--- config.mk ---
export PLATFORM = sky130hd
export DESIGN_NAME = monitor_source_and_solo_control
export DESIGN_NICKNAME = d
export VERILOG_FILES = /design/src/monitor_solo_pkg.sv /design/src/monitor_source_and_solo_control.sv
export SDC_FILE = /design/constraint.sdc
export NUM_CORES = 2
export LEC_CHECK = 0
export BUFFER_PORTS_ARGS = -buffer_cell sky130_fd_sc_hd__buf_2
export CAP_MARGIN = 20
export CORE_MARGIN = 2
export CORE_UTILIZATION = 45
export DETAILED_ROUTE_END_ITERATION = 7
export PLACE_DENSITY = 0.67
export SLEW_MARGIN = 5
export SYNTH_ARGS = -nofsm -noshare
export SYNTH_HDL_FRONTEND = slang
export SYNTH_SLANG_ARGS = --single-unit
--- constraint.sdc ---
create_clock -name clk -period 9.6 [get_ports clk]
set_clock_uncertainty 0.05 [all_clocks]
set_input_delay 0.96 -clock clk [delete_from_list [all_inputs] [get_ports clk]]
set_output_delay 0.96 -clock clk [all_outputs]
set_load 0.005 [all_outputs]
--- src/monitor_solo_pkg.sv ---
// Constants, register map and carrier types of the monitor and solo control block
// Behaviour
// - Control room feeds analog, optionally one digital set
// - Four control room keys: stereo plus three
// - Stereo key always selects stereo bus
// - Soft keys default aux1-2, digital1, two-track
// - Soft keys take aux, bus, pairs, inputs
// - One source may sit on several keys
// - Linked follow: odd member left, even right
// - Dim on two-track monitoring is a fixed 30 dB
// - Two-track unmonitorable while feed goes digital; an independent studio still gets it unmuted
// - Studio follow copies control room source
// - Independent studio takes stereo, pairs, inputs
// - Studio level silence up to +10 dB
// - Only the 32 input channels solo
// - Solo needs master solo and one channel
// - Mix mode sums every soloed channel
// - Exclusive mode keeps last pressed channel only
// - Linked group master toggles whole group
// - Group slave press affects slave alone
// - Pre-fader tap goes to monitors only
// - After-fader tap, pre-pan, goes to monitors
// - In-place solo cuts unsoloed channels from stereo
// - Cut-exempt channels never cut in-place
// - Dim attenuation 0 to 40 dB, 1 dB
package monitor_solo_pkg;
  localparam int NUM_CH = 32;
  localparam int NUM_GRP = 8;
  // Register byte offsets
  localparam logic [7:0] OFS_MON_CTRL = 8'h00;
  localparam logic [7:0] OFS_KEY_SRC = 8'h04;
  localparam logic [7:0] OFS_LEVELS = 8'h08;
  localparam logic [7:0] OFS_SOLO_CTRL = 8'h0c;
  localparam logic [7:0] OFS_SOLO_PRESS = 8'h10;
  localparam logic [7:0] OFS_SOLO_DEFEAT = 8'h14;
  localparam logic [7:0] OFS_GROUP_SEL = 8'h18;
  localparam logic [7:0] OFS_GROUP_MEMBERS = 8'h1c;
  localparam logic [7:0] OFS_GROUP_MASTER = 8'h20;
  localparam logic [7:0] OFS_STATUS = 8'h24;
  // Source codes
  localparam logic [4:0] SRC_STEREO = 5'h00;
  localparam logic [4:0] SRC_AUX1 = 5'h01;
  localparam logic [4:0] SRC_AUX12 = 5'h07;
  localparam logic [4:0] SRC_AUX56 = 5'h09;
  localparam logic [4:0] SRC_BUS1 = 5'h0a;
  localparam logic [4:0] SRC_BUS8 = 5'h11;
  localparam logic [4:0] SRC_BUS12 = 5'h12;
  localparam logic [4:0] SRC_DIN1 = 5'h16;
  localparam logic [4:0] SRC_2TR = 5'h18;
  // Levels
  localparam logic [5:0] DIM_MAX_DB = 6'h28;
  localparam logic [5:0] DIM_2TR_DB = 6'h1e;
  // Studio level code: 0 silence, else gain = code - 0x80 dB
  localparam logic [7:0] STUDIO_LVL_MAX = 8'h8a;
  // Control field values
  localparam logic [1:0] DIG_NONE = 2'h0;
  localparam logic [1:0] DIG_SET1 = 2'h1;
  localparam logic [1:0] DIG_SET2 = 2'h2;
  localparam logic [1:0] LINK_OFF = 2'h0;
  localparam logic [1:0] LINK_MUTE = 2'h1;
  localparam logic [1:0] LINK_FADER = 2'h2;
  localparam logic [1:0] RESP_OKAY = 2'h0;
  localparam logic [1:0] RESP_SLVERR = 2'h2;
  typedef enum logic [1:0] {
    SOLO_PFL = 2'b00,
    SOLO_AFL = 2'b01,
    SOLO_INPLACE = 2'b10
  } solo_type_t;
  typedef struct packed {
    logic [4:0] crLeft;
    logic [4:0] crRight;
    logic [4:0] studioLeft;
    logic [4:0] studioRight;
    logic crMuted;
    logic studioMuted;
    logic digOut1;
    logic digOut2;
    logic [5:0] dimAtten;
    logic [7:0] studioLevel;
  } monitor_out_t;
  typedef struct packed {
    logic active;
    logic [31:0] preFaderTap;
    logic [31:0] afterFaderTap;
    logic [31:0] stereoCut;
  } solo_out_t;
endpackage

--- src/monitor_source_and_solo_control.sv ---
// Monitor source selection and solo engine with AXI4-Lite register slave
//
// Our own choices: the register offsets and the AXI4-Lite register port.
`timescale 1ns/1ns
module monitor_source_and_solo_control (
  input wire logic clk,
  input wire logic rst,
  input wire logic sampleTick,
  input wire logic [7:0] s_axi_awaddr,
  input wire logic s_axi_awvalid,
  output logic s_axi_awready,
  input wire logic [31:0] s_axi_wdata,
  input wire logic [3:0] s_axi_wstrb,
  input wire logic s_axi_wvalid,
  output logic s_axi_wready,
  output logic [1:0] s_axi_bresp,
  output logic s_axi_bvalid,
  input wire logic s_axi_bready,
  input wire logic [7:0] s_axi_araddr,
  input wire logic s_axi_arvalid,
  output logic s_axi_arready,
  output logic [31:0] s_axi_rdata,
  output logic [1:0] s_axi_rresp,
  output logic s_axi_rvalid,
  input wire logic s_axi_rready,
  output monitor_solo_pkg::monitor_out_t mon,
  output monitor_solo_pkg::solo_out_t solo
);
  // ---------------------------------------------------------------
  // Register storage
  // ---------------------------------------------------------------
  logic [1:0] crKey_ff;
  logic [1:0] crDig_ff;
  logic studioFollow_ff;
  logic followLink_ff;
  logic dimOn_ff;
  logic [4:0] studioSrc_ff;
  logic [4:0] keySrc_ff [3];
  logic [5:0] dimLevel_ff;
  logic [7:0] studioLvl_ff;
  logic soloOn_ff;
  logic soloExcl_ff;
  logic [1:0] soloLink_ff;
  monitor_solo_pkg::solo_type_t soloType_ff;
  logic [31:0] soloMask_ff;
  logic [31:0] defeat_ff;
  logic [3:0] grpSel_ff;
  logic [31:0] grpMem_ff [16];
  logic [5:0] grpMaster_ff [16];
  // ---------------------------------------------------------------
  // AXI4-Lite write channel
  // ---------------------------------------------------------------
  logic awHeld_ff;
  logic wHeld_ff;
  logic [7:0] awAddr_ff;
  logic [31:0] wData_ff;
  logic [3:0] wStrb_ff;
  logic doWrite;
  logic wrHit;
  assign s_axi_awready = !awHeld_ff && !s_axi_bvalid;
  assign s_axi_wready = !wHeld_ff && !s_axi_bvalid;
  assign doWrite = awHeld_ff && wHeld_ff;
  always_ff @(posedge clk) begin
    if (rst) begin
      awHeld_ff <= 1'b0;
      wHeld_ff <= 1'b0;
      awAddr_ff <= 8'h00;
      wData_ff <= 32'h0000_0000;
      wStrb_ff <= 4'h0;
    end else if (doWrite) begin
      awHeld_ff <= 1'b0;
      wHeld_ff <= 1'b0;
    end else begin
      if (s_axi_awvalid && s_axi_awready) begin
        awHeld_ff <= 1'b1;
        awAddr_ff <= s_axi_awaddr;
      end
      if (s_axi_wvalid && s_axi_wready) begin
        wHeld_ff <= 1'b1;
        wData_ff <= s_axi_wdata;
        wStrb_ff <= s_axi_wstrb;
      end
    end
  end
  always_ff @(posedge clk) begin
    if (rst) begin
      s_axi_bvalid <= 1'b0;
      s_axi_bresp <= monitor_solo_pkg::RESP_OKAY;
    end else if (doWrite) begin
      s_axi_bvalid <= 1'b1;
      s_axi_bresp <= wrHit ? monitor_solo_pkg::RESP_OKAY : monitor_solo_pkg::RESP_SLVERR;
    end else if (s_axi_bready) begin
      s_axi_bvalid <= 1'b0;
    end
  end
  // Byte-lane merge of write data over a current value
  function automatic logic [31:0] merge(input logic [31:0] cur);
    logic [31:0] res;
    res = cur;
    for (int b = 0; b < 4; b++) begin
      if (wStrb_ff[b]) res[b*8 +: 8] = wData_ff[b*8 +: 8];
    end
    return res;
  endfunction
  function automatic logic keyable(input logic [4:0] s);
    return s != monitor_solo_pkg::SRC_STEREO && s <= monitor_solo_pkg::SRC_2TR;
  endfunction
  function automatic logic studioable(input logic [4:0] s);
    logic ok;
    ok = s == monitor_solo_pkg::SRC_STEREO;
    ok = ok || (s >= monitor_solo_pkg::SRC_AUX12 && s <= monitor_solo_pkg::SRC_AUX56);
    ok = ok || (s >= monitor_solo_pkg::SRC_BUS12 && s <= monitor_solo_pkg::SRC_2TR);
    return ok;
  endfunction
  logic [31:0] wCtrl;
  logic [31:0] wKeys;
  logic [31:0] wLvl;
  logic [31:0] wSolo;
  logic [31:0] wGrp;
  logic selCtrl;
  logic selKeys;
  logic selLvl;
  logic selSolo;
  logic selPress;
  logic selDefeat;
  logic selGrp;
  logic selMem;
  logic selMaster;
  always_comb begin
    selCtrl = 1'b0;
    selKeys = 1'b0;
    selLvl = 1'b0;
    selSolo = 1'b0;
    selPress = 1'b0;
    selDefeat = 1'b0;
    selGrp = 1'b0;
    selMem = 1'b0;
    selMaster = 1'b0;
    if (awAddr_ff == monitor_solo_pkg::OFS_MON_CTRL) selCtrl = 1'b1;
    else if (awAddr_ff == monitor_solo_pkg::OFS_KEY_SRC) selKeys = 1'b1;
    else if (awAddr_ff == monitor_solo_pkg::OFS_LEVELS) selLvl = 1'b1;
    else if (awAddr_ff == monitor_solo_pkg::OFS_SOLO_CTRL) selSolo = 1'b1;
    else if (awAddr_ff == monitor_solo_pkg::OFS_SOLO_PRESS) selPress = 1'b1;
    else if (awAddr_ff == monitor_solo_pkg::OFS_SOLO_DEFEAT) selDefeat = 1'b1;
    else if (awAddr_ff == monitor_solo_pkg::OFS_GROUP_SEL) selGrp = 1'b1;
    else if (awAddr_ff == monitor_solo_pkg::OFS_GROUP_MEMBERS) selMem = 1'b1;
    else if (awAddr_ff == monitor_solo_pkg::OFS_GROUP_MASTER) selMaster = 1'b1;
  end
  // Status is read-only, so a write to it is refused
  assign wrHit = selCtrl | selKeys | selLvl | selSolo | selPress | selDefeat | selGrp
                 | selMem | selMaster;
  assign wCtrl = merge({19'h0, studioSrc_ff, 1'b0, dimOn_ff, followLink_ff, studioFollow_ff,
                        crDig_ff, crKey_ff});
  assign wKeys = merge({11'h0, keySrc_ff[2], 3'h0, keySrc_ff[1], 3'h0, keySrc_ff[0]});
  assign wLvl = merge({16'h0, studioLvl_ff, 2'h0, dimLevel_ff});
  assign wSolo = merge({26'h0, soloType_ff, soloLink_ff, soloExcl_ff, soloOn_ff});
  assign wGrp = merge({28'h0, grpSel_ff});
  // ---------------------------------------------------------------
  // Configuration registers
  // ---------------------------------------------------------------
  always_ff @(posedge clk) begin
    if (rst) begin
      crKey_ff <= 2'h0;
      crDig_ff <= monitor_solo_pkg::DIG_NONE;
      studioFollow_ff <= 1'b1;
      followLink_ff <= 1'b0;
      dimOn_ff <= 1'b0;
      studioSrc_ff <= monitor_solo_pkg::SRC_STEREO;
    end else if (doWrite && selCtrl) begin
      crKey_ff <= wCtrl[1:0];
      if (wCtrl[3:2] != 2'h3) crDig_ff <= wCtrl[3:2];
      studioFollow_ff <= wCtrl[4];
      followLink_ff <= wCtrl[5];
      dimOn_ff <= wCtrl[6];
      if (studioable(wCtrl[12:8])) studioSrc_ff <= wCtrl[12:8];
    end
  end
  always_ff @(posedge clk) begin
    if (rst) begin
      keySrc_ff[0] <= monitor_solo_pkg::SRC_AUX12;
      keySrc_ff[1] <= monitor_solo_pkg::SRC_DIN1;
      keySrc_ff[2] <= monitor_solo_pkg::SRC_2TR;
    end else if (doWrite && selKeys) begin
      // Keys are independent, so duplicates are allowed
      if (keyable(wKeys[4:0])) keySrc_ff[0] <= wKeys[4:0];
      if (keyable(wKeys[12:8])) keySrc_ff[1] <= wKeys[12:8];
      if (keyable(wKeys[20:16])) keySrc_ff[2] <= wKeys[20:16];
    end
  end
  always_ff @(posedge clk) begin
    if (rst) begin
      dimLevel_ff <= 6'h00;
      studioLvl_ff <= 8'h00;
    end else if (doWrite && selLvl) begin
      if (wLvl[5:0] <= monitor_solo_pkg::DIM_MAX_DB) dimLevel_ff <= wLvl[5:0];
      // Clamp rather than refuse: the knob simply stops at the top
      studioLvl_ff <= (wLvl[15:8] > monitor_solo_pkg::STUDIO_LVL_MAX) ?
                      monitor_solo_pkg::STUDIO_LVL_MAX : wLvl[15:8];
    end
  end
  always_ff @(posedge clk) begin
    if (rst) begin
      soloOn_ff <= 1'b0;
      soloExcl_ff <= 1'b0;
      soloLink_ff <= monitor_solo_pkg::LINK_OFF;
      soloType_ff <= monitor_solo_pkg::SOLO_PFL;
      defeat_ff <= 32'h0000_0000;
      grpSel_ff <= 4'h0;
    end else if (doWrite) begin
      if (selSolo) begin
        soloOn_ff <= wSolo[0];
        soloExcl_ff <= wSolo[1];
        if (wSolo[3:2] != 2'h3) soloLink_ff <= wSolo[3:2];
        if (wSolo[5:4] != 2'h3) soloType_ff <= monitor_solo_pkg::solo_type_t'(wSolo[5:4]);
      end
      if (selDefeat) defeat_ff <= merge(defeat_ff);
      if (selGrp) grpSel_ff <= wGrp[3:0];
    end
  end
  always_ff @(posedge clk) begin
    if (rst) begin
      for (int g = 0; g < 16; g++) begin
        grpMem_ff[g] <= 32'h0000_0000;
        grpMaster_ff[g] <= 6'h00;
      end
    end else if (doWrite) begin
      if (selMem) grpMem_ff[grpSel_ff] <= merge(grpMem_ff[grpSel_ff]);
      if (selMaster) grpMaster_ff[grpSel_ff] <= {wData_ff[8], wData_ff[4:0]};
    end
  end
  // ---------------------------------------------------------------
  // Solo engine
  // ---------------------------------------------------------------
  logic press;
  logic [4:0] pressCh;
  logic [31:0] pressBit;
  logic isMaster;
  logic [31:0] grpBits;
  logic [31:0] nxt_soloMask;
  // The channel index is five bits wide, so only input channels exist here
  assign press = doWrite && selPress && wStrb_ff[0];
  assign pressCh = wData_ff[4:0];
  assign pressBit = 32'h0000_0001 << pressCh;
  always_comb begin
    isMaster = 1'b0;
    grpBits = 32'h0000_0000;
    for (int g = 0; g < monitor_solo_pkg::NUM_GRP; g++) begin
      logic [3:0] idx;
      idx = {soloLink_ff == monitor_solo_pkg::LINK_FADER, 3'(g)};
      if (soloLink_ff != monitor_solo_pkg::LINK_OFF && grpMaster_ff[idx][5] &&
          grpMaster_ff[idx][4:0] == pressCh) begin
        isMaster = 1'b1;
        grpBits = grpBits | grpMem_ff[idx] | pressBit;
      end
    end
  end
  always_comb begin
    nxt_soloMask = soloMask_ff;
    if (isMaster) begin
      // Master toggles its group in either mode
      if ((soloMask_ff & pressBit) != 32'h0000_0000) nxt_soloMask = soloMask_ff & ~grpBits;
      else if (soloExcl_ff) nxt_soloMask = grpBits;
      else nxt_soloMask = soloMask_ff | grpBits;
    end else if (soloExcl_ff) begin
      // Slave or plain channel clears itself if soloed, else becomes the only soloed channel
      nxt_soloMask = ((soloMask_ff & pressBit) != 32'h0000_0000) ?
                     (soloMask_ff & ~pressBit) : pressBit;
    end else begin
      nxt_soloMask = soloMask_ff ^ pressBit;
    end
  end
  always_ff @(posedge clk) begin
    if (rst) soloMask_ff <= 32'h0000_0000;
    else if (press) soloMask_ff <= nxt_soloMask;
  end
  // ---------------------------------------------------------------
  // Source resolution
  // ---------------------------------------------------------------
  logic [4:0] crSrc;
  logic [4:0] crL;
  logic [4:0] crR;
  logic linkable;
  logic crOddFirst;
  assign crSrc = (crKey_ff == 2'h0) ? monitor_solo_pkg::SRC_STEREO : keySrc_ff[crKey_ff - 2'h1];
  assign linkable = (crSrc >= monitor_solo_pkg::SRC_AUX1 && crSrc < monitor_solo_pkg::SRC_AUX12) ||
                    (crSrc >= monitor_solo_pkg::SRC_BUS1 && crSrc <= monitor_solo_pkg::SRC_BUS8);
  // Aux numbers equal their code; bus codes are offset by an odd amount
  assign crOddFirst = (crSrc < monitor_solo_pkg::SRC_BUS1) ? crSrc[0] : !crSrc[0];
  always_comb begin
    crL = crSrc;
    crR = crSrc;
    if (followLink_ff && linkable) begin
      crL = crOddFirst ? crSrc : crSrc - 5'h01;
      crR = crL + 5'h01;
    end
  end
  logic crDigital;
  logic [5:0] dimDb;
  assign crDigital = crDig_ff != monitor_solo_pkg::DIG_NONE;
  always_comb begin
    dimDb = 6'h00;
    if (dimOn_ff) begin
      dimDb = (crSrc == monitor_solo_pkg::SRC_2TR) ? monitor_solo_pkg::DIM_2TR_DB : dimLevel_ff;
    end
  end
  // ---------------------------------------------------------------
  // Outputs, committed only on a sample boundary
  // ---------------------------------------------------------------
  logic soloLive;
  assign soloLive = soloOn_ff && soloMask_ff != 32'h0000_0000;
  always_ff @(posedge clk) begin
    if (rst) begin
      mon <= '0;
    end else if (sampleTick) begin
      mon.crLeft <= crL;
      mon.crRight <= crR;
      mon.crMuted <= crDigital && crSrc == monitor_solo_pkg::SRC_2TR;
      mon.digOut1 <= crDig_ff == monitor_solo_pkg::DIG_SET1;
      mon.digOut2 <= crDig_ff == monitor_solo_pkg::DIG_SET2;
      mon.dimAtten <= dimDb;
      mon.studioLevel <= studioLvl_ff;
      if (studioFollow_ff) begin
        mon.studioLeft <= crL;
        mon.studioRight <= crR;
        mon.studioMuted <= crDigital && crSrc == monitor_solo_pkg::SRC_2TR;
      end else begin
        mon.studioLeft <= studioSrc_ff;
        mon.studioRight <= studioSrc_ff;
        mon.studioMuted <= 1'b0;
      end
    end
  end
  always_ff @(posedge clk) begin
    if (rst) begin
      solo <= '0;
    end else if (sampleTick) begin
      solo.active <= soloLive;
      solo.preFaderTap <= (soloLive && soloType_ff == monitor_solo_pkg::SOLO_PFL) ?
                          soloMask_ff : 32'h0000_0000;
      solo.afterFaderTap <= (soloLive && soloType_ff == monitor_solo_pkg::SOLO_AFL) ?
                            soloMask_ff : 32'h0000_0000;
      solo.stereoCut <= (soloLive && soloType_ff == monitor_solo_pkg::SOLO_INPLACE) ?
                        (~soloMask_ff & ~defeat_ff) : 32'h0000_0000;
    end
  end
  // ---------------------------------------------------------------
  // AXI4-Lite read channel
  // ---------------------------------------------------------------
  assign s_axi_arready = !s_axi_rvalid;
  always_ff @(posedge clk) begin
    if (rst) begin
      s_axi_rvalid <= 1'b0;
      s_axi_rdata <= 32'h0000_0000;
      s_axi_rresp <= monitor_solo_pkg::RESP_OKAY;
    end else if (s_axi_arvalid && s_axi_arready) begin
      s_axi_rvalid <= 1'b1;
      s_axi_rresp <= monitor_solo_pkg::RESP_OKAY;
      if (s_axi_araddr == monitor_solo_pkg::OFS_MON_CTRL)
        s_axi_rdata <= {19'h0, studioSrc_ff, 1'b0, dimOn_ff, followLink_ff, studioFollow_ff,
                        crDig_ff, crKey_ff};
      else if (s_axi_araddr == monitor_solo_pkg::OFS_KEY_SRC)
        s_axi_rdata <= {11'h0, keySrc_ff[2], 3'h0, keySrc_ff[1], 3'h0, keySrc_ff[0]};
      else if (s_axi_araddr == monitor_solo_pkg::OFS_LEVELS)
        s_axi_rdata <= {16'h0, studioLvl_ff, 2'h0, dimLevel_ff};
      else if (s_axi_araddr == monitor_solo_pkg::OFS_SOLO_CTRL)
        s_axi_rdata <= {26'h0, soloType_ff, soloLink_ff, soloExcl_ff, soloOn_ff};
      else if (s_axi_araddr == monitor_solo_pkg::OFS_SOLO_PRESS)
        s_axi_rdata <= soloMask_ff;
      else if (s_axi_araddr == monitor_solo_pkg::OFS_SOLO_DEFEAT)
        s_axi_rdata <= defeat_ff;
      else if (s_axi_araddr == monitor_solo_pkg::OFS_GROUP_SEL)
        s_axi_rdata <= {28'h0, grpSel_ff};
      else if (s_axi_araddr == monitor_solo_pkg::OFS_GROUP_MEMBERS)
        s_axi_rdata <= grpMem_ff[grpSel_ff];
      else if (s_axi_araddr == monitor_solo_pkg::OFS_GROUP_MASTER)
        s_axi_rdata <= {23'h0, grpMaster_ff[grpSel_ff][5], 3'h0, grpMaster_ff[grpSel_ff][4:0]};
      else if (s_axi_araddr == monitor_solo_pkg::OFS_STATUS)
        s_axi_rdata <= {7'h0, soloLive, 6'h0, mon.studioMuted, mon.crMuted, 3'h0, crR, 3'h0, crL};
      else begin
        s_axi_rdata <= 32'h0000_0000;
        s_axi_rresp <= monitor_solo_pkg::RESP_SLVERR;
      end
    end else if (s_axi_rready) begin
      s_axi_rvalid <= 1'b0;
    end
  end
endmodule // monitor_source_and_solo_control

Word-level counts from Yosys, hierarchy flattened
Memories as Yosys holds them, arrays and structs flattened. A register that Yosys moved wholly into a read port is not among the register bits.
Index checks and enable logic that the tools add are counted.
{ "op_classes": {"addsub": 3, "order_cmp": 14, "n_eq_ne": 34, "shift": 1, "mux": 163, "bitwise_logic": 37, "n_reduce_logical": 79} }
{ "op_table": {"columns": ["cell", "n"], "rows": [
  ["$mux 32", 25],
  ["$or 32x32->32", 16],
  ["$mux 8", 18],
  ["$and 32x32->32", 4],
  ["$not 32->32", 4],
  ["$mux 1", 83],
  ["$eq 8x5->1 const B", 8],
  ["$reduce_bool 32->1", 2],
  ["$mux 5", 11],
  ["$mux 25", 2],
  ["$eq 5x5->1", 8],
  ["$logic_and 1x1->1", 40],
  ["$eq 8x4->1 const B", 4],
  ["$reduce_or 32->1", 1],
  ["$shl 1x5->32 const A", 1],
  ["$xor 32x32->32", 1],
  ["$mux 6", 5],
  ["$mux 4", 7],
  ["$le 5x5->1 const B", 5],
  ["$eq 8x6->1 const B", 3],
  ["$reduce_and 3->1", 8],
  ["$mux 2", 11],
  ["$eq 8x3->1 const B", 2],
  ["$logic_not 8->1", 2],
  ["28 further kinds", 60]
]} }
{ "totals": {"ff_bits": 319, "ramBits": 623, "input_bits": 60, "output_inout_bits": 176, "memories": 3} }
{ "memory_table": {"columns": ["name", "depth", "word_bits", "read_ports", "rd_ports_with_merged_regs", "wr", "line", "source"], "rows": [
  ["grpMem_ff", 16, 32, 9, 1, 16, "monitor_source_and_solo_control.sv:48", "logic [31:0] grpMem_ff [16];"],
  ["grpMaster_ff", 16, 6, 9, 1, 16, "monitor_source_and_solo_control.sv:49", "logic [5:0] grpMaster_ff [16];"],
  ["keySrc_ff", 3, 5, 4, 0, 3, "monitor_source_and_solo_control.sv:38", "logic [4:0] keySrc_ff [3];"]
]} }

Longest topological paths before layout
An unclocked memory read counts as a cell.
{ "logic_depth": {"depth_word": 30, "ltp_mapped": 20, "depth_no_buf": 16} }

Worst setup path after synthesis
Ideal clock, no wire load.
{ "synth_timing": {"kind": "reg-to-reg", "start": "register wData_ff[4]", "end": "register soloMask_ff[2]", "setup_time_ps": 120, "arrival_time_ps": 3721, "setup_slack_ps": 5709, "path_stages_with_launch": 18, "path_buffers": 5, "period_less_slack_ps": 3891, "cell_sequence": "dfxtp_1 clkbuf_1 buf_2 buf_2 buf_1 nor3_1 nand2_1 inv_1 ha_1 nor4_1 nand4_1 nor2_1 nand2_1 and2_1 a21boi_2 buf_4 a31o_2 a211o_1"} }
{ "synth_via": {"elab_chain_cells": 28, "word_cells_on_any_way": 61, "cone_classes": "eq/ne: 8; shift: 1; mux: 21; bitwise: 22; reduce/logical: 9"} }
{ "synth_rtl": {"columns": ["item", "line", "source"], "rows": [
  ["start: declaration", "monitor_source_and_solo_control.sv:56", "logic [31:0] wData_ff;"],
  ["start signal: assignment", "monitor_source_and_solo_control.sv:80", "wData_ff <= s_axi_wdata;"],
  ["$eq 5x5->1 / $shl 1x5->32 (equally long branches)", "monitor_source_and_solo_control.sv:251, monitor_source_and_solo_control.sv:243", null],
  ["$logic_and 1x1->1 / $or 32x32->32 (equally long branches)", "monitor_source_and_solo_control.sv:250, monitor_source_and_solo_control.sv:253", null],
  ["$mux 32", "monitor_source_and_solo_control.sv:250", "if (soloLink_ff != monitor_solo_pkg::LINK_OFF && grpMaster_ff[idx][5] &&"],
  ["$or 32x32->32 (2 in series)", "monitor_source_and_solo_control.sv:253", "grpBits = grpBits | grpMem_ff[idx] | pressBit;"],
  ["$mux 32", "monitor_source_and_solo_control.sv:250", null],
  ["$or 32x32->32 (2 in series)", "monitor_source_and_solo_control.sv:253", null],
  ["$mux 32", "monitor_source_and_solo_control.sv:250", null],
  ["$or 32x32->32 (2 in series)", "monitor_source_and_solo_control.sv:253", null],
  ["[7 not listed]", null, null],
  ["$or 32x32->32 (2 in series)", "monitor_source_and_solo_control.sv:253", null],
  ["$mux 32", "monitor_source_and_solo_control.sv:250", null],
  ["$or 32x32->32 (2 in series)", "monitor_source_and_solo_control.sv:253", null],
  ["$mux 32", "monitor_source_and_solo_control.sv:250", null],
  ["$or 32x32->32 / $not 32->32 (equally long branches)", "monitor_source_and_solo_control.sv:263, monitor_source_and_solo_control.sv:261", null],
  ["$mux 32 / $and 32x32->32 (equally long branches)", "monitor_source_and_solo_control.sv:262, monitor_source_and_solo_control.sv:261", null],
  ["$mux 32", "monitor_source_and_solo_control.sv:261", "if ((soloMask_ff & pressBit) != 32'h0000_0000) nxt_soloMask = soloMask_ff & ~grpBits;"],
  ["$mux 32 *", "monitor_source_and_solo_control.sv:259", "if (isMaster) begin"],
  ["end signal: assignment", "monitor_source_and_solo_control.sv:274", "else if (press) soloMask_ff <= nxt_soloMask;"],
  ["end: declaration", "monitor_source_and_solo_control.sv:45", "logic [31:0] soloMask_ff;"]
]} }
Every way passes the cells marked *; elsewhere a longest branch is shown, timed or not.
A chain may end at the register's enable or synchronous reset.

Final worst setup path
{ "layout_timing": {"start": "register soloLink_ff[1]", "end": "register soloMask_ff[29]"} }
{ "layout_via": {"elab_chain_cells": 30, "word_cells_on_any_way": 65, "cone_classes": "eq/ne: 9; mux: 19; bitwise: 18; reduce/logical: 17; memory: 2"} }
{ "layout_rtl": {"columns": ["item", "line", "source"], "rows": [
  ["start: declaration", "monitor_source_and_solo_control.sv:43", "logic [1:0] soloLink_ff;"],
  ["start signal: assignment", "monitor_source_and_solo_control.sv:205", "soloLink_ff <= monitor_solo_pkg::LINK_OFF;"],
  ["start signal: assignment", "monitor_source_and_solo_control.sv:213", "if (wSolo[3:2] != 2'h3) soloLink_ff <= wSolo[3:2];"],
  ["$eq 2x2->1", "monitor_source_and_solo_control.sv:249", "idx = {soloLink_ff == monitor_solo_pkg::LINK_FADER, 3'(g)};"],
  ["$mem_v2 16x6", null, null],
  ["$eq 5x5->1 / $logic_and 1x1->1 (equally long branches)", "monitor_source_and_solo_control.sv:251, monitor_source_and_solo_control.sv:250", null],
  ["$logic_and 1x1->1", "monitor_source_and_solo_control.sv:250", null],
  ["$mux 32", "monitor_source_and_solo_control.sv:250", null],
  ["$or 32x32->32 (2 in series)", "monitor_source_and_solo_control.sv:253", null],
  ["$mux 32", "monitor_source_and_solo_control.sv:250", null],
  ["$or 32x32->32 (2 in series)", "monitor_source_and_solo_control.sv:253", null],
  ["[10 not listed]", null, null],
  ["$or 32x32->32 (2 in series)", "monitor_source_and_solo_control.sv:253", null],
  ["$mux 32", "monitor_source_and_solo_control.sv:250", null],
  ["$or 32x32->32 (2 in series)", "monitor_source_and_solo_control.sv:253", null],
  ["$mux 32", "monitor_source_and_solo_control.sv:250", null],
  ["$or 32x32->32 / $not 32->32 (equally long branches)", "monitor_source_and_solo_control.sv:263, monitor_source_and_solo_control.sv:261", null],
  ["$mux 32 / $and 32x32->32 (equally long branches)", "monitor_source_and_solo_control.sv:262, monitor_source_and_solo_control.sv:261", null],
  ["$mux 32", "monitor_source_and_solo_control.sv:261", null],
  ["$mux 32 *", "monitor_source_and_solo_control.sv:259", null]
]} }
Marks and branches as above.

==> impl_metrics.env <==
export IMPL_status="finished clean"
export IMPL_synth_area_mm2=0.0492
export IMPL_drtIter0Drc=6944
export IMPL_synth_edff_count=623
export IMPL_relSlewSlack_pct=17.3
export IMPL_postCtsHoldBufs=0
export IMPL_rows=121
export IMPL_hpwl_mm=124
export IMPL_cts_setup_buffers=0
export IMPL_top_layer_used="met4"
export IMPL_slowest_stage="dfxtp_1"
export IMPL_final_util_pct=50.8
export IMPL_seq_area_frac_synth_pct=51.0
export IMPL_critical_path_startpoint="soloLink_ff[1]$_SDFFE_PP0P_"
export IMPL_clock_path_buffers=3
export IMPL_met1_length_mm=68.4
export IMPL_grt_antenna_before_repair=1
export IMPL_required_ns=10.15
export IMPL_cap_violations=0
export IMPL_viasPerCell=6.67
export IMPL_dieArea_mm2=0.112
export IMPL_synth_seq_cells=944
export IMPL_irDropWorstVdd_uv=131
export IMPL_nets=5007
export IMPL_crit_fanout=138
export IMPL_hold_path_startpoint="mon[9]$_SDFFE_PP0P_"
export IMPL_yosysWarnings=0
export IMPL_synthArstFlopShare_pct=0
export IMPL_setup_violations=0
export IMPL_numPortBuffers=233
export IMPL_place_congestion=1.02
export IMPL_rrSetupSlack_ns=3.97
export IMPL_finalSetupTns_ns=0
export IMPL_grt_ovfl_total=0
export IMPL_initial_core_util_pct=45.3
export IMPL_crit_path_end_kind="flop"
export IMPL_synthCells=4783
export IMPL_finalMaxSlewViolations=0
export IMPL_cts_made_buffers=96
export IMPL_hold_path_class="reg2reg"
export IMPL_synth_main_ff_cell="edfxtp_1"
export IMPL_wl_per_cell_um=30.4
export IMPL_whs_path_depth=2
export IMPL_vias=42487
export IMPL_ioPinCount=236
export IMPL_cts_resized=0
export IMPL_max_freq_ghz=0.178
export IMPL_worstHoldEndpoint="mon[9]$_SDFFE_PP0P_"
export IMPL_avgSynthCellArea_um2=10.3
export IMPL_hold_viol=0
export IMPL_worst_r2r_startpoint="soloLink_ff[1]$_SDFFE_PP0P_"
export IMPL_grt_pass1_wl_mm=278
export IMPL_rsz0062_at_grt="no"
export IMPL_grt_max_degree=139
export IMPL_rr_worst_depth=11
export IMPL_worstSetupPathType="reg2reg"
export IMPL_drc_errors=0
export IMPL_first_pass_iters=8
export IMPL_drive_gt1_share_pct=17.2
export IMPL_period_share_pct=58.6
export IMPL_dr_wl_met2_mm=83.8
export IMPL_grt_usage_pct=33.8
export IMPL_cp_start_kind="flop"
export IMPL_area_growth_pct=12.2
export IMPL_leakage_nw=20.1
export IMPL_yosysUniqueCellTypes=90
export IMPL_core_area_mm2=0.109
export IMPL_die_h_um=335
export IMPL_crit_path_max_incr_delay_ns=0.81
export IMPL_worst_slew_pin_slew_ns=1.22
export IMPL_power_density_mw_per_mm2=163
export IMPL_wl_met3_mm=27.9
export IMPL_cts_sinks=944
export IMPL_post_route_min_period_ns=5.63
export IMPL_dieWidth_um=335
export IMPL_h_tree_depth=3
export IMPL_clkLatencyLatePin_ns=0.70
export IMPL_finalWirelength_mm=194
export IMPL_reg2reg_to="soloMask_ff[29]$_SDFFE_PP0P_"
export IMPL_grt_pass1_vias=40173
export IMPL_clk_pin_slew_ns=0.06
export IMPL_cts_root_buf="clkbuf_16"
export IMPL_cts_tree="built"
export IMPL_ant_nets=0
export IMPL_crit_arrival_ns=6.18
export IMPL_path_cells="nor2b_4 > buf_4 > buf_12 > a211oi_1 > o221ai_1 > or3_1 > buf_4 > nand3_1 > o311ai_1 > a21oi_1 > a211oi_1"
[Yosys cell counts, types with 63 or more instances]
master      n  area (µm²)
o22ai_1    79         494
clkbuf_1  289        1080
dfxtp_1   321        6430
a21oi_1   231        1160
ha_1       70         876
o21ai_0   120         601
mux2i_1   229        2290
a22oi_1    85         638
mux4_2    187        4210
nand2_1   608        2280
buf_2      63         315
nor3_1    146         731
edfxtp_1  623       18700
inv_1      68         255
nor2_1    824        3090
nand3_1    81         405
[worst max-delay path, delay by kind of cell, from the launching register on]
| family | cells | cell delay (ns) |
|---|---|---|
| buf+inv | 3 | 1.64 |
| compound gates | 5 | 1.78 |
| simple gates | 3 | 1.22 |
| flops | 1 | 0.81 |
[placed cells by master, fill, tap and decap left out, types with 44 or more instances in the layout]
cell type	instances
nor3_1	143
a31oi_1	44
a22oi_1	85
buf_2	236
nor2_1	823
mux4_2	187
and2_1	49
o21ai_0	120
nand3_1	81
a211oi_1	60
mux2i_1	221
o22ai_1	79
nor4_1	52
edfxtp_1	623
ha_1	70
buf_4	156
inv_1	68
a21oi_1	229
clkbuf_16	102
nand2_1	580
dfxtp_1	314
[metal layers]
metal,vias to the layer above,GRT usage [%]
met5,-,0
met4,0,20.8
met3,827,10.1
met2,3467,50.7
li1,17759,-
met1,20434,42.8
[cell families (layout without fill, tap and decap cells)]
logic type / Yosys count / count (layout) / synth area share, %
other: 1 / 5 / 0.00762
AND/OR/NAND/NOR: 1964 / 1964 / 17.4
adder cells (fa/ha/maj): 71 / 71 / 1.80
flip-flops: 944 / 944 / 51.0
buffers and inverters: 478 / 648 / 3.99
AO/OA/AOI/OAI: 857 / 857 / 11.5
multiplexers: 442 / 442 / 13.8
XOR/XNOR: 26 / 26 / 0.493
[final cells by class]
| cell class | instances | area, µm² |
|---|---|---|
| fill | 9622 | 53400 |
| sequential | 944 | 25200 |
| multi-input combinational | 3362 | 22300 |
| clock buffer | 130 | 2820 |
| timing repair buffer | 401 | 2480 |
| tap | 1414 | 1770 |
| clock inverter | 45 | 447 |
| inverter | 72 | 272 |
| antenna | 3 | 7.51 |
[power breakdown]
part           internal (W)  total (W)  switching (W)
Combinational      0.000162   0.000564       0.000403
Sequential          0.00443    0.00453      0.0000970
Clock               0.00223    0.00391        0.00168
[metrics by stage]
| stage | total power (W) | area [µm²] | instances | worst slack, ns | hold WS [ns] |
|---|---|---|---|---|---|
| detailed placement | 0.00515 | 51900 | 6185 | 4.31 | 0.402 |
| global route | 0.00918 | 55300 | 6368 | 3.95 | 0.419 |
| global placement | 0.00514 | 51900 | 6181 | 4.51 | 0.399 |
| finish | 0.00900 | 55300 | 6371 | 3.97 | 0.407 |
| CTS | 0.00896 | 55200 | 6360 | 4.28 | 0.411 |
| floorplan | 0.00488 | 49200 | 4784 | 5.71 | 0.394 |
[sequential cells by signal, summed over array words and instances (netlist names), 15 cells and up, named ones only]
| name | count |
|---|---|
| soloMask_ff | 32 |
| s_axi_rdata | 32 |
| solo | 97 |
| grpMaster_ff | 96 |
| keySrc_ff | 15 |
| defeat_ff | 32 |
| grpMem_ff | 512 |
| mon | 38 |
| wData_ff | 32 |
[worst max-delay path by stage]
stage	depth (start not counted)	slack, ns	to
floorplan	17	5.71	soloMask_ff[2]$_SDFFE_PP0P_
global placement	11	4.51	soloMask_ff[29]$_SDFFE_PP0P_
detailed placement	11	4.31	soloMask_ff[29]$_SDFFE_PP0P_
CTS	11	4.28	soloMask_ff[29]$_SDFFE_PP0P_
global route	11	3.95	soloMask_ff[29]$_SDFFE_PP0P_
finish	11	3.97	soloMask_ff[29]$_SDFFE_PP0P_
Note: power is estimated with default switching activity, not from simulation.
